## config.mk

```make
export PLATFORM = sky130hd
export DESIGN_NAME = hts_sequencer
export DESIGN_NICKNAME = d
export VERILOG_FILES = /design/src/common/hts_pkg.sv /design/src/common/hts_pin_if.sv /design/src/hdl/hts_input_sync.sv /design/src/hdl/hts_sequencer.sv
export VERILOG_INCLUDE_DIRS = /design/src /design/src/common
export SDC_FILE = /design/constraint.sdc
export NUM_CORES = 1
export LEC_CHECK = 0
export BUFFER_PORTS_ARGS = -buffer_cell sky130_fd_sc_hd__buf_2
export CAP_MARGIN = 10
export CORE_AREA = 2 2 149 180
export DETAILED_ROUTE_END_ITERATION = 12
export DIE_AREA = 0 0 151 182
export GPL_ROUTABILITY_DRIVEN = 0
export SLEW_MARGIN = 20
export SYNTH_ARGS = -nofsm -noshare
export SYNTH_HDL_FRONTEND = slang
export SYNTH_HIERARCHICAL = 1
export SYNTH_SLANG_ARGS = --single-unit
```

## constraint.sdc

```tcl
create_clock -name mclk -period 4.5 [get_ports mclk]
set_clock_uncertainty 0.2 [all_clocks]
set_input_delay 0.45 -clock mclk [delete_from_list [all_inputs] [get_ports mclk]]
set_output_delay 0.45 -clock mclk [all_outputs]
set_load 0.05 [all_outputs]
```

## src/common/hts_params.svh

```systemverilog
// Sequencer constants
`ifndef HTS_PARAMS_SVH
`define HTS_PARAMS_SVH

// Register byte offsets
`define HTS_ADDR_CTRL     8'h00
`define HTS_ADDR_TESTTIME 8'h04
`define HTS_ADDR_UCWIN    8'h08
`define HTS_ADDR_STATUS   8'h0C
`define HTS_ADDR_IRQSTAT  8'h10
`define HTS_ADDR_IRQMASK  8'h14
`define HTS_ADDR_ELAPSED  8'h18

// CTRL fields
`define HTS_CTRL_SWRESET  0
`define HTS_CTRL_UCEN     1
`define HTS_CTRL_RST      2'h2

// Timing register resets, ms
`define HTS_TESTTIME_RST  16'h03E8
`define HTS_UCWIN_RST     16'h0064

// STATUS fields
`define HTS_ST_TESTING    0
`define HTS_ST_FAIL       1
`define HTS_ST_GNDOK      2
`define HTS_ST_ARMED      3
`define HTS_ST_CAUSE_LSB  4

// Interrupt bits
`define HTS_IRQ_START     0
`define HTS_IRQ_FAIL      1
`define HTS_IRQ_DONE      2
`define HTS_IRQ_BITS      3

// Input pin indices
`define HTS_IN_START      0
`define HTS_IN_RESET      1
`define HTS_IN_ARC        2
`define HTS_IN_TOTAL      3
`define HTS_IN_GNDBAD     4
`define HTS_IN_ZC         5
`define HTS_IN_CURRENT    6
`define HTS_IN_COUNT      7

// Clock, ms tick, under-current hold
`define HTS_CLK_MHZ       100
`define HTS_TICK_US       1000
`define HTS_HOLD_MS       16'h03E8

// AXI responses
`define HTS_RESP_OKAY     2'h0
`define HTS_RESP_SLVERR   2'h2

`endif

```

## src/common/hts_pkg.sv

```systemverilog
// Types of the hipot test sequencer
package hts_pkg;
  typedef enum logic [1:0] {
    SEQ_IDLE,
    SEQ_ARMED,
    SEQ_TEST,
    SEQ_FAIL
  } hts_seq_e;

  typedef logic [15:0] hts_ms_t;
endpackage : hts_pkg

```

## src/common/hts_pin_if.sv

```systemverilog
// Raw pin levels and their synchronised copies
`timescale 1ns/1ps
interface hts_pin_if;
  logic [6:0] rawPins;
  logic [6:0] syncPins;

  modport syncer (input rawPins, output syncPins);
  modport user   (output rawPins, input syncPins);
endinterface : hts_pin_if

```

## src/hdl/hts_input_sync.sv

```systemverilog
// Two-flop synchroniser for the push-button and comparator pins
`timescale 1ns/1ps
`include "hts_params.svh"
module hts_input_sync (
  // Clock and reset
  input wire logic  mclk,
  input wire logic  sys_rst,
  // Pins
  hts_pin_if.syncer pins
);
  logic [`HTS_IN_COUNT-1:0] meta_r;
  logic [`HTS_IN_COUNT-1:0] sync_r;

  genvar gi;
  generate
    for (gi = 0; gi < `HTS_IN_COUNT; gi++) begin : g_bit
      always_ff @(posedge mclk) begin
        if (sys_rst) begin
          meta_r[gi] <= 1'b0;
          sync_r[gi] <= 1'b0;
        end else begin
          meta_r[gi] <= pins.rawPins[gi];
          sync_r[gi] <= meta_r[gi];
        end
      end
    end
  endgenerate

  assign pins.syncPins = sync_r;
endmodule : hts_input_sync

```

## src/hdl/hts_sequencer.sv

```systemverilog
// Hipot test sequencer top
// Function
// RULE_01: Arc/fault input, total-current trip or gated ground fail sets the fail latch.
// RULE_02: A bad ground counts as a failure only while a test is running.
// RULE_03: A start request needs the start press while the ground check reads good.
// RULE_04: Start is passed on only with no failure latched and no test running.
// RULE_05: The timed test begins at a mains zero crossing after a start, with no failure.
// RULE_06: The timer ends a test that no reset or failure aborts, and it is cleared when the fail latch sets.
// RULE_07: Operator reset clears the test timer and the fail latch.
// RULE_08: Operator reset or a new failure aborts a running test at once.
// RULE_09: The failure warning stays until the operator resets it.
// RULE_10: The ground-ok output is low while the ground loop is within its trip value.
// RULE_11: Ready lamp and start are enabled only while the ground loop is good.
// RULE_12: The alarm output is low while the fail latch is set.
// RULE_13: Two parallel testing outputs are low for the whole test.
// RULE_14: Ground-ok, testing and alarm each also drive a lamp.
// RULE_15: The HV stage raises the arc/fault input on arcing or real-current failure.
// RULE_16: Too little current in a test fails for about one second, then fully resets; the code keeps the latch if start is pressed during the hold.
// RULE_17: All pins are synchronised, and a fail set beats a start in the same cycle.
`timescale 1ns/1ps
`include "hts_params.svh"
module hts_sequencer
  import hts_pkg::*;
#(
  parameter int TICK_CYCLES = `HTS_CLK_MHZ * `HTS_TICK_US
) (
  // Clock and reset
  input  wire logic        mclk,
  input  wire logic        sys_rst,
  // Operator buttons and analog comparator pins
  input  wire logic        startBtn,
  input  wire logic        resetBtn,
  input  wire logic        arcOrFaultInput,
  input  wire logic        totalCurrentTrip,
  input  wire logic        groundBad,
  input  wire logic        zeroCross,
  input  wire logic        currentPresent,
  // Active-low drive outputs
  output logic             groundTestN,
  output logic             testingAN,
  output logic             testingBN,
  output logic             alarmN,
  // Lamps
  output logic             groundLamp,
  output logic             readyLamp,
  output logic             testingLamp,
  output logic             alarmLamp,
  // Interrupt
  output logic             irq,
  // AXI4-Lite slave
  input  wire logic [7:0]  s_axi_awaddr,
  input  wire logic        s_axi_awvalid,
  output logic             s_axi_awready,
  input  wire logic [31:0] s_axi_wdata,
  input  wire logic [3:0]  s_axi_wstrb,
  input  wire logic        s_axi_wvalid,
  output logic             s_axi_wready,
  output logic [1:0]       s_axi_bresp,
  output logic             s_axi_bvalid,
  input  wire logic        s_axi_bready,
  input  wire logic [7:0]  s_axi_araddr,
  input  wire logic        s_axi_arvalid,
  output logic             s_axi_arready,
  output logic [31:0]      s_axi_rdata,
  output logic [1:0]       s_axi_rresp,
  output logic             s_axi_rvalid,
  input  wire logic        s_axi_rready
);
  localparam logic [16:0] TICK_LAST = 17'(TICK_CYCLES - 1);

  ////////////////////////////////////////////////
  // Pin synchronisation
  hts_pin_if pinBus ();

  assign pinBus.rawPins = {currentPresent, zeroCross, groundBad, totalCurrentTrip,
                           arcOrFaultInput, resetBtn, startBtn};

  hts_input_sync u_sync ( // RULE_17
    .mclk    (mclk),
    .sys_rst (sys_rst),
    .pins    (pinBus.syncer)
  );

  logic     startS;
  logic     resetS;
  logic     arcS;
  logic     totalS;
  logic     gndBadS;
  logic     zcS;
  logic     currentS;
  logic     startPrev_r;
  logic     zcPrev_r;
  logic     groundOk;
  logic     startReq;
  logic     zcEdge;

  assign startS   = pinBus.syncPins[`HTS_IN_START];
  assign resetS   = pinBus.syncPins[`HTS_IN_RESET];
  assign arcS     = pinBus.syncPins[`HTS_IN_ARC];
  assign totalS   = pinBus.syncPins[`HTS_IN_TOTAL];
  assign gndBadS  = pinBus.syncPins[`HTS_IN_GNDBAD];
  assign zcS      = pinBus.syncPins[`HTS_IN_ZC];
  assign currentS = pinBus.syncPins[`HTS_IN_CURRENT];

  always_ff @(posedge mclk) begin
    if (sys_rst) begin
      startPrev_r <= 1'b0;
      zcPrev_r    <= 1'b0;
    end else begin
      startPrev_r <= startS;
      zcPrev_r    <= zcS;
    end
  end

  assign groundOk = ~gndBadS;
  // Press edge only counts while the ground loop is good
  assign startReq = startS & ~startPrev_r & groundOk; // RULE_03 RULE_11
  // Both edges of the squared mains signal are zero crossings
  assign zcEdge   = zcS ^ zcPrev_r;

  ////////////////////////////////////////////////
  // Millisecond tick divider
  logic [16:0] tickCnt_r;
  logic        msTick;

  assign msTick = (tickCnt_r == TICK_LAST);

  always_ff @(posedge mclk) begin
    if (sys_rst || msTick) begin
      tickCnt_r <= 17'h00000;
    end else begin
      tickCnt_r <= tickCnt_r + 17'h00001;
    end
  end

  ////////////////////////////////////////////////
  // Registers written by software
  logic        swReset_r;
  logic        ucEnable_r;
  hts_ms_t     testTime_r;
  hts_ms_t     ucWin_r;
  logic [2:0]  irqStat_r;
  logic [2:0]  irqMask_r;

  ////////////////////////////////////////////////
  // Sequencer
  hts_seq_e    seq_r;
  hts_seq_e    seq_nxt;
  hts_ms_t     testMs_r;
  hts_ms_t     holdMs_r;
  logic        currentSeen_r;
  logic        underOnly_r;
  logic        restartSeen_r;
  logic [3:0]  cause_r;
  logic        inTest;
  logic        gndFail;
  logic        underFail;
  logic        failNow;
  logic        clearReq;
  logic        testDone;
  logic        autoRelease;
  logic        evStart;
  logic        evFail;
  logic        evDone;

  assign inTest    = (seq_r == SEQ_TEST);
  assign gndFail   = gndBadS & inTest; // RULE_02
  assign underFail = ucEnable_r & inTest & ~currentSeen_r & (testMs_r >= ucWin_r); // RULE_16
  assign failNow   = arcS | totalS | gndFail | underFail; // RULE_01 RULE_15
  assign clearReq  = resetS | swReset_r;
  assign testDone  = inTest & (testMs_r >= testTime_r); // RULE_06
  // Under-current fail self-clears after the hold unless restarted
  assign autoRelease = underOnly_r & (holdMs_r >= `HTS_HOLD_MS) & ~restartSeen_r; // RULE_16

  always_comb begin
    seq_nxt = seq_r;
    unique case (seq_r)
      SEQ_IDLE: begin
        // Fail first: it beats a start
        if (failNow) begin
          seq_nxt = SEQ_FAIL; // RULE_17
        end else if (startReq && !clearReq) begin
          seq_nxt = SEQ_ARMED; // RULE_04
        end
      end
      SEQ_ARMED: begin
        if (failNow) begin
          seq_nxt = SEQ_FAIL;
        end else if (clearReq) begin
          seq_nxt = SEQ_IDLE;
        end else if (zcEdge) begin
          seq_nxt = SEQ_TEST; // RULE_05
        end
      end
      SEQ_TEST: begin
        if (failNow) begin
          seq_nxt = SEQ_FAIL; // RULE_08
        end else if (clearReq) begin
          seq_nxt = SEQ_IDLE; // RULE_08
        end else if (testDone) begin
          seq_nxt = SEQ_IDLE; // RULE_06
        end
      end
      SEQ_FAIL: begin
        // A live cause holds the latch through a reset
        if (!failNow && (clearReq || autoRelease)) begin
          seq_nxt = SEQ_IDLE; // RULE_07 RULE_09
        end
      end
    endcase
  end

  always_ff @(posedge mclk) begin
    if (sys_rst) begin
      seq_r <= SEQ_IDLE;
    end else begin
      seq_r <= seq_nxt;
    end
  end

  // Test timer: cleared at start, by reset and whenever the latch sets
  always_ff @(posedge mclk) begin
    if (sys_rst || clearReq || failNow || seq_r != SEQ_TEST) begin
      testMs_r <= 16'h0000; // RULE_06 RULE_07
    end else if (msTick) begin
      testMs_r <= testMs_r + 16'h0001;
    end
  end

  always_ff @(posedge mclk) begin
    if (sys_rst || seq_r != SEQ_TEST) begin
      currentSeen_r <= 1'b0;
    end else if (currentS) begin
      currentSeen_r <= 1'b1;
    end
  end

  // Under-current hold timer and cause bookkeeping
  always_ff @(posedge mclk) begin
    if (sys_rst || seq_r != SEQ_FAIL) begin
      holdMs_r <= 16'h0000;
    end else if (msTick && holdMs_r < `HTS_HOLD_MS) begin
      holdMs_r <= holdMs_r + 16'h0001;
    end
  end

  always_ff @(posedge mclk) begin
    if (sys_rst) begin
      underOnly_r   <= 1'b0;
      restartSeen_r <= 1'b0;
    end else if (seq_r != SEQ_FAIL) begin
      underOnly_r   <= underFail & ~(arcS | totalS | gndFail);
      restartSeen_r <= 1'b0;
    end else begin
      if (arcS || totalS) begin
        underOnly_r <= 1'b0;
      end
      if (startS && !startPrev_r) begin
        restartSeen_r <= 1'b1;
      end
    end
  end

  always_ff @(posedge mclk) begin
    if (sys_rst) begin
      cause_r <= 4'h0;
    end else if (failNow) begin
      cause_r <= cause_r | {underFail, gndFail, totalS, arcS};
    end else if (seq_nxt == SEQ_IDLE && seq_r == SEQ_FAIL) begin
      cause_r <= 4'h0;
    end
  end

  ////////////////////////////////////////////////
  // Pin outputs and lamps
  always_ff @(posedge mclk) begin
    if (sys_rst) begin
      groundTestN <= 1'b1;
      testingAN   <= 1'b1;
      testingBN   <= 1'b1;
      alarmN      <= 1'b1;
      groundLamp  <= 1'b0;
      readyLamp   <= 1'b0;
      testingLamp <= 1'b0;
      alarmLamp   <= 1'b0;
    end else begin
      groundTestN <= ~groundOk; // RULE_10
      testingAN   <= ~(seq_nxt == SEQ_TEST); // RULE_13
      testingBN   <= ~(seq_nxt == SEQ_TEST); // RULE_13
      alarmN      <= ~(seq_nxt == SEQ_FAIL); // RULE_12 RULE_09
      groundLamp  <= groundOk; // RULE_14
      readyLamp   <= groundOk & (seq_nxt == SEQ_IDLE); // RULE_11
      testingLamp <= (seq_nxt == SEQ_TEST); // RULE_14
      alarmLamp   <= (seq_nxt == SEQ_FAIL); // RULE_14
    end
  end

  ////////////////////////////////////////////////
  // Interrupts
  logic [2:0] irqEv;

  assign evStart = (seq_r == SEQ_ARMED) & (seq_nxt == SEQ_TEST);
  assign evFail  = failNow & (seq_r != SEQ_FAIL);
  assign evDone  = inTest & (seq_nxt == SEQ_IDLE) & testDone & ~clearReq;
  assign irqEv   = {evDone, evFail, evStart};
  assign irq     = |(irqStat_r & irqMask_r);

  ////////////////////////////////////////////////
  // AXI4-Lite slave
  logic [7:0]  awAddr_r;
  logic        awHave_r;
  logic [31:0] wData_r;
  logic [3:0]  wStrb_r;
  logic        wHave_r;
  logic        doWrite;
  logic        wrHit;
  logic [31:0] rdMux;
  logic        rdHit;

  assign s_axi_awready = ~awHave_r & ~s_axi_bvalid;
  assign s_axi_wready  = ~wHave_r & ~s_axi_bvalid;
  assign s_axi_arready = ~s_axi_rvalid;
  assign doWrite       = awHave_r & wHave_r & ~s_axi_bvalid;

  always_ff @(posedge mclk) begin
    if (sys_rst) begin
      awHave_r <= 1'b0;
      awAddr_r <= 8'h00;
    end else if (s_axi_awvalid && s_axi_awready) begin
      awHave_r <= 1'b1;
      awAddr_r <= s_axi_awaddr;
    end else if (doWrite) begin
      awHave_r <= 1'b0;
    end
  end

  always_ff @(posedge mclk) begin
    if (sys_rst) begin
      wHave_r <= 1'b0;
      wData_r <= 32'h00000000;
      wStrb_r <= 4'h0;
    end else if (s_axi_wvalid && s_axi_wready) begin
      wHave_r <= 1'b1;
      wData_r <= s_axi_wdata;
      wStrb_r <= s_axi_wstrb;
    end else if (doWrite) begin
      wHave_r <= 1'b0;
    end
  end

  always_comb begin
    unique case ({awAddr_r[7:2], 2'h0})
      `HTS_ADDR_CTRL, `HTS_ADDR_TESTTIME, `HTS_ADDR_UCWIN, `HTS_ADDR_STATUS,
      `HTS_ADDR_IRQSTAT, `HTS_ADDR_IRQMASK, `HTS_ADDR_ELAPSED: wrHit = 1'b1;
      default: wrHit = 1'b0;
    endcase
  end

  always_ff @(posedge mclk) begin
    if (sys_rst) begin
      s_axi_bvalid <= 1'b0;
      s_axi_bresp  <= `HTS_RESP_OKAY;
    end else if (doWrite) begin
      s_axi_bvalid <= 1'b1;
      s_axi_bresp  <= wrHit ? `HTS_RESP_OKAY : `HTS_RESP_SLVERR;
    end else if (s_axi_bready) begin
      s_axi_bvalid <= 1'b0;
    end
  end

  // Control registers; software reset is a one-cycle pulse
  always_ff @(posedge mclk) begin
    if (sys_rst) begin
      swReset_r  <= 1'b0;
      ucEnable_r <= 1'(`HTS_CTRL_RST >> `HTS_CTRL_UCEN);
      testTime_r <= `HTS_TESTTIME_RST;
      ucWin_r    <= `HTS_UCWIN_RST;
      irqMask_r  <= 3'h0;
    end else begin
      swReset_r <= 1'b0;
      if (doWrite && wStrb_r[0]) begin
        unique case ({awAddr_r[7:2], 2'h0})
          `HTS_ADDR_CTRL: begin
            swReset_r  <= wData_r[`HTS_CTRL_SWRESET];
            ucEnable_r <= wData_r[`HTS_CTRL_UCEN];
          end
          `HTS_ADDR_IRQMASK: irqMask_r <= wData_r[`HTS_IRQ_BITS-1:0];
          default: ;
        endcase
      end
      if (doWrite && {awAddr_r[7:2], 2'h0} == `HTS_ADDR_TESTTIME) begin
        if (wStrb_r[0]) testTime_r[7:0]  <= wData_r[7:0];
        if (wStrb_r[1]) testTime_r[15:8] <= wData_r[15:8];
      end
      if (doWrite && {awAddr_r[7:2], 2'h0} == `HTS_ADDR_UCWIN) begin
        if (wStrb_r[0]) ucWin_r[7:0]  <= wData_r[7:0];
        if (wStrb_r[1]) ucWin_r[15:8] <= wData_r[15:8];
      end
    end
  end

  // Sticky status: set beats a same-cycle write-one clear
  always_ff @(posedge mclk) begin
    if (sys_rst) begin
      irqStat_r <= 3'h0;
    end else if (doWrite && wStrb_r[0] && {awAddr_r[7:2], 2'h0} == `HTS_ADDR_IRQSTAT) begin
      irqStat_r <= (irqStat_r & ~wData_r[`HTS_IRQ_BITS-1:0]) | irqEv;
    end else begin
      irqStat_r <= irqStat_r | irqEv;
    end
  end

  always_comb begin
    rdMux = 32'h00000000;
    rdHit = 1'b1;
    unique case ({s_axi_araddr[7:2], 2'h0})
      `HTS_ADDR_CTRL:     rdMux[`HTS_CTRL_UCEN] = ucEnable_r;
      `HTS_ADDR_TESTTIME: rdMux[15:0] = testTime_r;
      `HTS_ADDR_UCWIN:    rdMux[15:0] = ucWin_r;
      `HTS_ADDR_STATUS: begin
        rdMux[`HTS_ST_TESTING] = inTest;
        rdMux[`HTS_ST_FAIL]    = (seq_r == SEQ_FAIL);
        rdMux[`HTS_ST_GNDOK]   = groundOk;
        rdMux[`HTS_ST_ARMED]   = (seq_r == SEQ_ARMED);
        rdMux[`HTS_ST_CAUSE_LSB+:4] = cause_r;
      end
      `HTS_ADDR_IRQSTAT:  rdMux[`HTS_IRQ_BITS-1:0] = irqStat_r;
      `HTS_ADDR_IRQMASK:  rdMux[`HTS_IRQ_BITS-1:0] = irqMask_r;
      `HTS_ADDR_ELAPSED:  rdMux[15:0] = testMs_r;
      default:            rdHit = 1'b0;
    endcase
  end

  always_ff @(posedge mclk) begin
    if (sys_rst) begin
      s_axi_rvalid <= 1'b0;
      s_axi_rdata  <= 32'h00000000;
      s_axi_rresp  <= `HTS_RESP_OKAY;
    end else if (s_axi_arvalid && s_axi_arready) begin
      s_axi_rvalid <= 1'b1;
      s_axi_rdata  <= rdMux;
      s_axi_rresp  <= rdHit ? `HTS_RESP_OKAY : `HTS_RESP_SLVERR;
    end else if (s_axi_rready) begin
      s_axi_rvalid <= 1'b0;
    end
  end
endmodule : hts_sequencer

```

Word level (Yosys, flattened, before mapping)

Index checks and enable logic that the tools add are counted.
Widths: inputs -> output; s select.

Bits in registers: 171
Input bits: 66
Output and inout port bits: 50
Logic and storage cells: 196

Add/subtract/negate cells: 3
Magnitude comparators: 4
Equal/unequal tests: 20
Mux-type cells: 31
Bitwise operators: 45
Reduce and logical (&&, ||, !) cells: 44

Operators by type and width:

| kind                  | number |
|---|---|
| $eq 6x3->1 const B    | 6 |
| $add 16x1->16 const B | 2 |
| $ge 16x16->1          | 2 |
| $eq 6x2->1 const B    | 4 |
| $pmux 8 s3            | 1 |
| $mux 2                | 11 |
| $and 1x1->1           | 20 |
| $pmux 5 s4            | 1 |
| $add 17x1->17 const B | 1 |
| $eq 17x17->1 const B  | 1 |
| $ge 16x10->1 const B  | 1 |
| $lt 16x10->1 const B  | 1 |
| $not 1->1             | 14 |
| $reduce_or 7->1       | 2 |
| $eq 6x1->1 const B    | 2 |
| $logic_and 1x1->1     | 12 |
| $logic_not 6->1       | 2 |
| $pmux 1 s6            | 2 |
| $reduce_and 2->1      | 6 |
| $reduce_bool 2->1     | 6 |
| $mux 1                | 11 |
| $eq 2x2->1 const B    | 4 |
| $logic_or 1x1->1      | 8 |
| $mux 4                | 2 |
| 15 further kinds      | 25 |

Depth between registers and ports, before layout

Gate-level depths: netlist (run 1).

Depth after elaboration: 15
Mapped depth: 10
Depth with buffers taken out: 9

Hierarchy

The synthesis (run 1) kept the hierarchy.

Modules (own cells, without submodules):

| module         | instances | cells each | area an instance (µm²) | sequential area each (µm²) |
|---|---|---|---|---|
| hts_sequencer  | 1         | 831        | 7,190.6                | 3,062.9 |
| hts_input_sync | 1         | 29         | 407.9                  | 280.3 |

Worst setup path before layout (run 1)

OpenSTA, ideal clock, no wires.

Kind: flip-flop to flip-flop
From: reg s_axi_bvalid
To: reg wData_r[10]
Library setup time: 0.070 ns
Arrival time: 2.228 ns
Slack: 2.002 ns
Stages on the path, launching flop included: 7
Path buffers: 2
Clock period less this slack: 2.498 ns
Cells stage by stage: dfxtp_1 nor2_1 and2_1 clkbuf_1 clkbuf_1 nand2_1 a21oi_1

Cells in the longest elaborated chain, start to end: 3

Ends and longest elaborated chain:

| what                   | line                 | RTL |
|---|---|---|
| from (decl)            | hts_sequencer.sv:59  | `output logic s_axi_bvalid,` |
| from (signal assigned) | hts_sequencer.sv:361 | `s_axi_bvalid <= 1'b0;` |
| from (signal assigned) | hts_sequencer.sv:364 | `s_axi_bvalid <= 1'b1;` |
| from (signal assigned) | hts_sequencer.sv:367 | `s_axi_bvalid <= 1'b0;` |
| $not 1->1              | hts_sequencer.sv:321 | `assign s_axi_wready = ~wHave_r & ~s_axi_bvalid;` |
| $and 1x1->1            | hts_sequencer.sv:321 |  |
| net s_axi_wready       | hts_sequencer.sv:57  | `output logic s_axi_wready,` |
| $logic_and 1x1->1      | hts_sequencer.sv:342 | `end else if (s_axi_wvalid && s_axi_wready) begin` |
| to (signal assigned)   | hts_sequencer.sv:344 | `wData_r <= s_axi_wdata;` |
| to (decl)              | hts_sequencer.sv:312 | `logic [31:0] wData_r;` |

The timed path passes the listed nets, and every way through them passes these cells.
A chain may end at the register's enable or synchronous reset.

Worst setup path after layout (run 1)

From: reg ucWin_r[15]
To: reg cause_r[2]

Cells in the longest elaborated chain, start to end: 10

Ends and longest elaborated chain:

| what                        | line                 | RTL |
|---|---|---|
| from (decl)                 | hts_sequencer.sv:141 | `hts_ms_t ucWin_r;` |
| from (signal assigned)      | hts_sequencer.sv:377 | `` ucWin_r <= `HTS_UCWIN_RST; `` |
| from (signal assigned)      | hts_sequencer.sv:397 | `if (wStrb_r[1]) ucWin_r[15:8] <= wData_r[15:8];` |
| $ge 16x16->1 *              | hts_sequencer.sv:168 | `assign underFail = ucEnable_r & inTest & ~currentSeen_r & (testMs_r >= ucWin_r);` |
| $and 1x1->1 *               | hts_sequencer.sv:168 |  |
| $or 1x1->1 *                | hts_sequencer.sv:169 | `assign failNow = arcS \| totalS \| gndFail \| underFail;` |
| $logic_not 1->1             | hts_sequencer.sv:206 | `if (!failNow && (clearReq \|\| autoRelease)) begin` |
| $logic_and 1x1->1           | hts_sequencer.sv:206 |  |
| $mux 2                      | hts_sequencer.sv:206 |  |
| $pmux 2 s4                  | hts_sequencer.sv:177 | `unique case (seq_r)` |
| $logic_not 2->1             | hts_sequencer.sv:269 | `end else if (seq_nxt == SEQ_IDLE && seq_r == SEQ_FAIL) begin` |
| $logic_and 1x1->1           | hts_sequencer.sv:269 |  |
| $reduce_bool 2->1 (no line) | --                   |  |
| to (signal assigned)        | hts_sequencer.sv:268 | `cause_r <= cause_r \| {underFail, gndFail, totalS, arcS};` |
| to (decl)                   | hts_sequencer.sv:154 | `logic [3:0] cause_r;` |

Every way passes the cells marked *; elsewhere a longest branch is shown, timed or not.

==> impl_metrics.yaml, run 1 <==
status:
  run_status: "completed"
synthesis:
  synth_area_mm2: 0.007599
  yosysMostFrequentCell: "dfxtp_1"
  synthCells: 860
  netlist-cell-type-count: 61
  ys_ff_latch: 167
  synth.area.top_cells: "dfxtp_1 44%, nor2_1 7.1%, ha_1 5.9%"
  synth_enable_flop_cells: 0
  ys_seq_area_share_pct: 44.00
  ys.flop_type: "dfxtp_1"
  ys_warn_count: 6
  yosys-top-cells-count: "167 x dfxtp_1, 143 x nor2_1, 71 x nand2_1"
  syn_area_per_cell_um2: 8.836
  synth_top_area_share_pct: 44.00
  yosysTopAreaCell: "dfxtp_1"
  synthArstFlopShare_pct: 0
worst_setup_path:
  startpoint_type: "flop"
  cp.arrival_ns: 3.18
  crit_family: "compound AO/OA/AOI/OAI gates"
  path_cells: "inv_1 -> ha_1 -> nand2_1 -> o21ai_0 -> a41oi_1 -> nor4b_1 -> a21oi_1 -> o31a_1 -> a2111oi_0"
  worst-path-buf-inv: 1
  reg2reg_from: "ucWin_r[15]"
  cp_data_required_time_ns: 4.61
  crit_type: "flop to flop"
  critPathSlowestCell: "nor4b_1"
  crit_path_max_incr_delay_ns: 0.51
  startpoint: "ucWin_r[15]"
  cp-end-kind: "flop"
  cp_max_fo: 12
power_and_ir_drop:
  internal_power_mw: 2.324
  p_leak_nw: 3.580
  power_frac_clock_pct: 43.3
  p_total_mw: 3.214
  powerDensity_mw_per_mm2: 366.6
  pwr-share-comb_pct: 8.5
  p_switching_mw: 0.8894
  swShare_pct: 27.67
  vdd_ir_drop_max_uv: 279.4
  pwr-share-seq_pct: 48.2
timing:
  period_minus_slack_ns: 3.070
  rsz0062_at_grt: "false"
  fin_tns_setup_ns: 0
  whs_ns: 0.01636
  fmax_mhz: 325.8
  finalCritPeriodShare_pct: 68.22
  hold_viol_final: 0
  slew-limit-headroom_pct: 31.59
  drv_slew: 0
  tightest_slew_ns: 1.017
  setup_viol: 0
cts:
  numCtsBuffers: 17
  clk_path_buf_depth: 2
  clock_latency_ns: 0.44
  cts_tree: "yes"
  post_cts.repair.setup_buffers: 0
  clock-sinks: 167
  cts_max_level: 4
  ctsResizeCount: 0
  clockRootBuffer: "clkbuf_16"
  clk_pin_slew_ns: 0.07
job:
  maxCapViolations: 0
place:
  dp_cells: 1238
  port_buffers: 75
  placed_area_mm2: 0.008197
  hpwlAfterDp_um: 13110
routing:
  dr.pass1.iters: 6
  routed_via_density: 4.703
  drt-initial-drc-count: 385
  wl_um: 17600
  drt.antenna.violating_nets: 0
  drc: 0
  wl_per_cell_um: 13.85
  routed-via-count: 5978
final_layout:
  nets: 1025
  area_growth_pct: 15.38
  fill_cells: 2729
  instances_no_fill: 1271
  n_antenna_cell: 0
  layout-drive-gt1-share_pct: 14.42
  fin_area_mm2: 0.008767
grt:
  grt_pass1_wl_um: 28520
  grt.total_usage_pct: 13.30
  grt_max_degree: 71
  grt_remaining_overflow: 0
  grt_pass1_vias: 5533
  antenna_found_initial: 0
floorplan:
  die-width_um: 151
  core_area_mm2: 0.02586
  num_rows: 65
  fp.dieH_um: 182
  initial_core_util_pct: 29.38
  pin_count: 116
  dieArea_mm2: 0.02748
hold_path:
  hold_class: "input pin to flop"
  hp-start: "startBtn"
## placed cells by master, fill, tap and decap left out, types with 7 or more instances in the layout
master,instances
dfxtp_1,167
nor2_1,143
buf_2,74
nand2_1,71
inv_1,56
mux2i_1,42
a21oi_1,41
ha_1,36
nand3_1,22
xnor2_1,20
xor2_1,19
conb_1,18
clkbuf_16,17
o21ai_0,16
nor3_1,15
a2bb2oi_1,13
nand4_1,12
nor2b_1,11
a211o_1,10
nor2b_2,10
a222oi_1,9
and2_1,9
a211oi_1,8
and3_1,8
a221oi_1,7
## cells by family (layout without fill, tap and decap cells)
family | count (synthesis) | after routing | share of synthesized area (%)
and+or+nand+nor | 336 | 336 | 21.41
DFF | 167 | 167 | 44.00
AOI/OAI and AO/OA | 132 | 132 | 12.17
buffers and inverters | 107 | 166 | 6.422
muxes | 42 | 42 | 5.533
xor gates and xnor gates | 39 | 39 | 4.495
adders and majority gates | 36 | 36 | 5.928
other | 1 | 18 | 0.04935
## per-layer routing
metal  track usage (%)  up-vias  part of all wire, %
li1                  -     3035                    -
met1             15.84     2785                   42
met2             22.56      135                   50
met3             4.045       23                  5.3
met4             4.598        0                  2.0
met5                 0        -                    0
## layout make-up
class,instances,area (um^2),share of cell area (%)
timing repair buffer,78,402.9,4.595
clock inverter,15,135.1,1.541
tap,335,419.2,4.781
inverter,56,210.2,2.398
clock buffer,17,425.4,4.852
multi-input combinational,603,3831,43.70
sequential,167,3343,38.13
## flip-flops by register name (all words and copies together) (netlist names), 2 cells and up
register / count
irqMask_r: 3
wData_r: 16
wStrb_r: 2
awAddr_r: 6
s_axi_rdata: 16
u_sync/pins.syncPins: 7
testMs_r: 16
cause_r: 4
holdMs_r: 16
u_sync/meta_r: 7
irqStat_r: 3
ucWin_r: 16
testTime_r: 16
tickCnt_r: 17
seq_r: 2
## stage by stage
step | utilization [%] | setup slack, ns
final | 33.90 | 1.430
after global routing | 33.90 | 1.172
after CTS | 33.90 | 1.430
after detailed placement | 31.69 | 1.470
after global placement | 31.69 | 1.534
after floorplan | - | 2.002
## worst register-to-register path, cell delays in order (launching register included)
cell and delay (ns):
dfxtp_1 0.37, inv_1 0.06, ha_1 0.31, nand2_1 0.06, o21ai_0 0.26, a41oi_1 0.15
nor4b_1 0.51, a21oi_1 0.26, o31a_1 0.32, a2111oi_0 0.46
## worst paths after layout
path                             endpoint  slack (ns)  depth (start not counted)
setup reg to reg               cause_r[2]        1.43                          9
setup / recovery               cause_r[2]        1.43                          9
hold reg to reg   u_sync/pins.syncPins[0]        0.23                          1
hold / removal           u_sync/meta_r[0]        0.02                          2
## timing repair
action	CTS	global route
hold buffers	1	0
setup endpoints to repair	0	0
hold endpoints to repair	1	0
## power by group through the flow
stage	registers, mW	logic, mW	clock network (mW)
5_1_grt	1.55	0.298	1.50
3_5_place_dp	1.58	0.274	0
2_1_floorplan	1.61	0.189	0
6_report	1.55	0.273	1.39
3_3_place_gp	1.58	0.274	0
4_1_cts	1.55	0.276	1.43
No activity file was read; power rests on OpenSTA's default activity.
==> inputs of run 2 (changes only) <==
- clock period: 4.5 -> 3.1 ns (I/O delays scaled with it)
==> run 2 against run 1 <==
Combinational power up 60%. Sequential cell count stayed put. Register-to-register slack worse by 1.1 ns. Fmax up 10%. Design area increased by 6.1%. Global-route usage up 0.60 points. Via count is 4.4% higher. Worst setup slack got worse by 1.1 ns. Hold slack better by 0.088 ns. Largest cell class unchanged. Count of clock-buffer cells in the layout stayed put. Clock power rose by 53%. Wire length grew 6.2%.
==> impl_metrics.yaml, run 2 (same netlist as run 1, synthesis figures left out) <==
cts:
  post_cts.repair.setup_buffers: 0
  cts_hold_buf: 34
  clk_path_buf_depth: 2
  ctsResizeCount: 0
  clock-sinks: 167
  clk_pin_slew_ns: 0.07
  cts_tree: "yes"
  numCtsBuffers: 17
  clock_latency_ns: 0.43
  clockRootBuffer: "clkbuf_16"
  cts_max_level: 4
floorplan:
  pin_count: 116
  initial_core_util_pct: 29.38
  fp.dieH_um: 182
  num_rows: 65
  core_area_mm2: 0.02586
  die-width_um: 151
  dieArea_mm2: 0.02748
routing:
  wl_um: 18690
  dr.pass1.iters: 5
  wl_per_cell_um: 14.10
  drc: 0
  routed-via-count: 6244
  routed_via_density: 4.712
  drt-initial-drc-count: 417
  drt.antenna.violating_nets: 0
worst_setup_path:
  cp_data_required_time_ns: 3.21
  cp-end-kind: "flop"
  startpoint: "ucWin_r[15]"
  reg2reg_slack_ns: 0.32
  startpoint_type: "flop"
  cp.arrival_ns: 2.89
  r2r_cells: 9
  crit_end: "cause_r[2]"
  crit_type: "flop to flop"
  cp_max_fo: 12
  rr_endpoint: "cause_r[2]"
  reg2reg_from: "ucWin_r[15]"
final_layout:
  layout-drive-gt1-share_pct: 15.76
  nets: 1079
  regMostFlops: "tickCnt_r"
  layout_common_cells: "167 x dfxtp_1, 143 x nor2_1, 74 x buf_2"
  instances_no_fill: 1325
  n_antenna_cell: 0
  largest_register_ffs: 17
  area_growth_pct: 22.39
  final_common_cell: "dfxtp_1"
grt:
  grt_remaining_overflow: 0
  grt_pass1_wl_um: 29690
  grt.total_usage_pct: 13.91
  grt_pass1_vias: 5904
  antenna_found_initial: 0
  grt_max_degree: 43
hold_path:
  hold_class: "input pin to flop"
timing:
  setup_viol: 0
  drv_slew: 0
  tightest_slew_ns: 0.7111
  fin_tns_setup_ns: 0
  rsz0062_at_grt: "false"
  period_minus_slack_ns: 2.781
  slew-limit-headroom_pct: 52.48
  fmax_mhz: 359.6
  hold_viol_final: 0
  finalCritPeriodShare_pct: 89.71
power_and_ir_drop:
  powerDensity_mw_per_mm2: 518.4
  vdd_ir_drop_max_uv: 324.8
  p_leak_nw: 3.853
status:
  run_status: "completed"
place:
  port_buffers: 75
  dp_cells: 1259
  hpwlAfterDp_um: 13660
job:
  maxCapViolations: 0
==> run 2: cell count changes in the layout (fill, tap and decap cells not counted), sizes merged <==
cell,delta
inv,-1
dlygate4sd3,+33
buf,+21
clkinvlp,-2
bufinv,+1
clkinv,+2
==> run 2: worst min path at each step <==
| stage | start | cells after the start | slack [ns] | to |
|---|---|---|---|---|
| global route | s_axi_araddr[4] | 4 | 0.12 | s_axi_rdata[1] |
| finish | s_axi_araddr[4] | 4 | 0.10 | s_axi_rdata[1] |
| floorplan | sys_rst | 1 | 0.18 | u_sync/pins.syncPins[5] |
| detailed placement | u_sync/meta_r[1] | 1 | 0.22 | u_sync/pins.syncPins[1] |
| global placement | u_sync/meta_r[6] | 1 | 0.22 | u_sync/pins.syncPins[6] |
| CTS | s_axi_araddr[4] | 4 | 0.1 | s_axi_rdata[1] |
==> run 2: power by group <==
part / switching, mW / total (mW) / leakage [nW] / internal, mW
Combinational: 0.294 / 0.438 / 2.20 / 0.144
Clock: 0.973 / 2.13 / 0.298 / 1.16
Sequential: 0.0473 / 2.25 / 1.36 / 2.20
Total: 1.31 / 4.82 / 3.85 / 3.51
==> run 2: critical path, stage by stage, from the launching register on <==
cell	delay, ns
dfxtp_1	0.35
inv_1	0.05
ha_1	0.31
nand2_1	0.06
o21ai_0	0.22
a41oi_1	0.13
nor4b_1	0.50
a21oi_1	0.16
o31a_1	0.28
a2111oi_0	0.41
==> run 2: final cells by class <==
type / instances / area, um^2
Multi-Input combinational cell: 603 / 3831
Timing Repair Buffer: 132 / 890.9
Clock buffer: 17 / 425.4
Tap cell: 335 / 419.2
Fill cell: 2696 / 16560
Sequential cell: 167 / 3343
Clock inverter: 15 / 180.2
Inverter: 56 / 210.2
==> run 2: per-stage QoR <==
stage	area, um^2	utilization, %	worst slack (ns)	total power [mW]	hold WS, ns
6_report	9300	35.96	0.3189	4.821	0.1042
5_1_grt	9300	35.96	0.008483	5.016	0.1193
4_1_cts	9300	35.96	0.3195	4.881	0.09513
3_5_place_dp	8354	32.30	0.3432	2.706	0.2220
3_3_place_gp	8354	32.30	0.3558	2.702	0.2185
2_1_floorplan	7662	-	0.6017	2.606	0.1816
==> run 2: per-layer routing <==
layer / vias up / part of all wire (%) / GRT usage [%]
met3: 29 / 4.7 / 3.317
met2: 137 / 51 / 24.24
li1: 3148 / - / -
met1: 2930 / 42 / 16.39
met4: 0 / 2.2 / 5.234
met5: - / 0 / 0
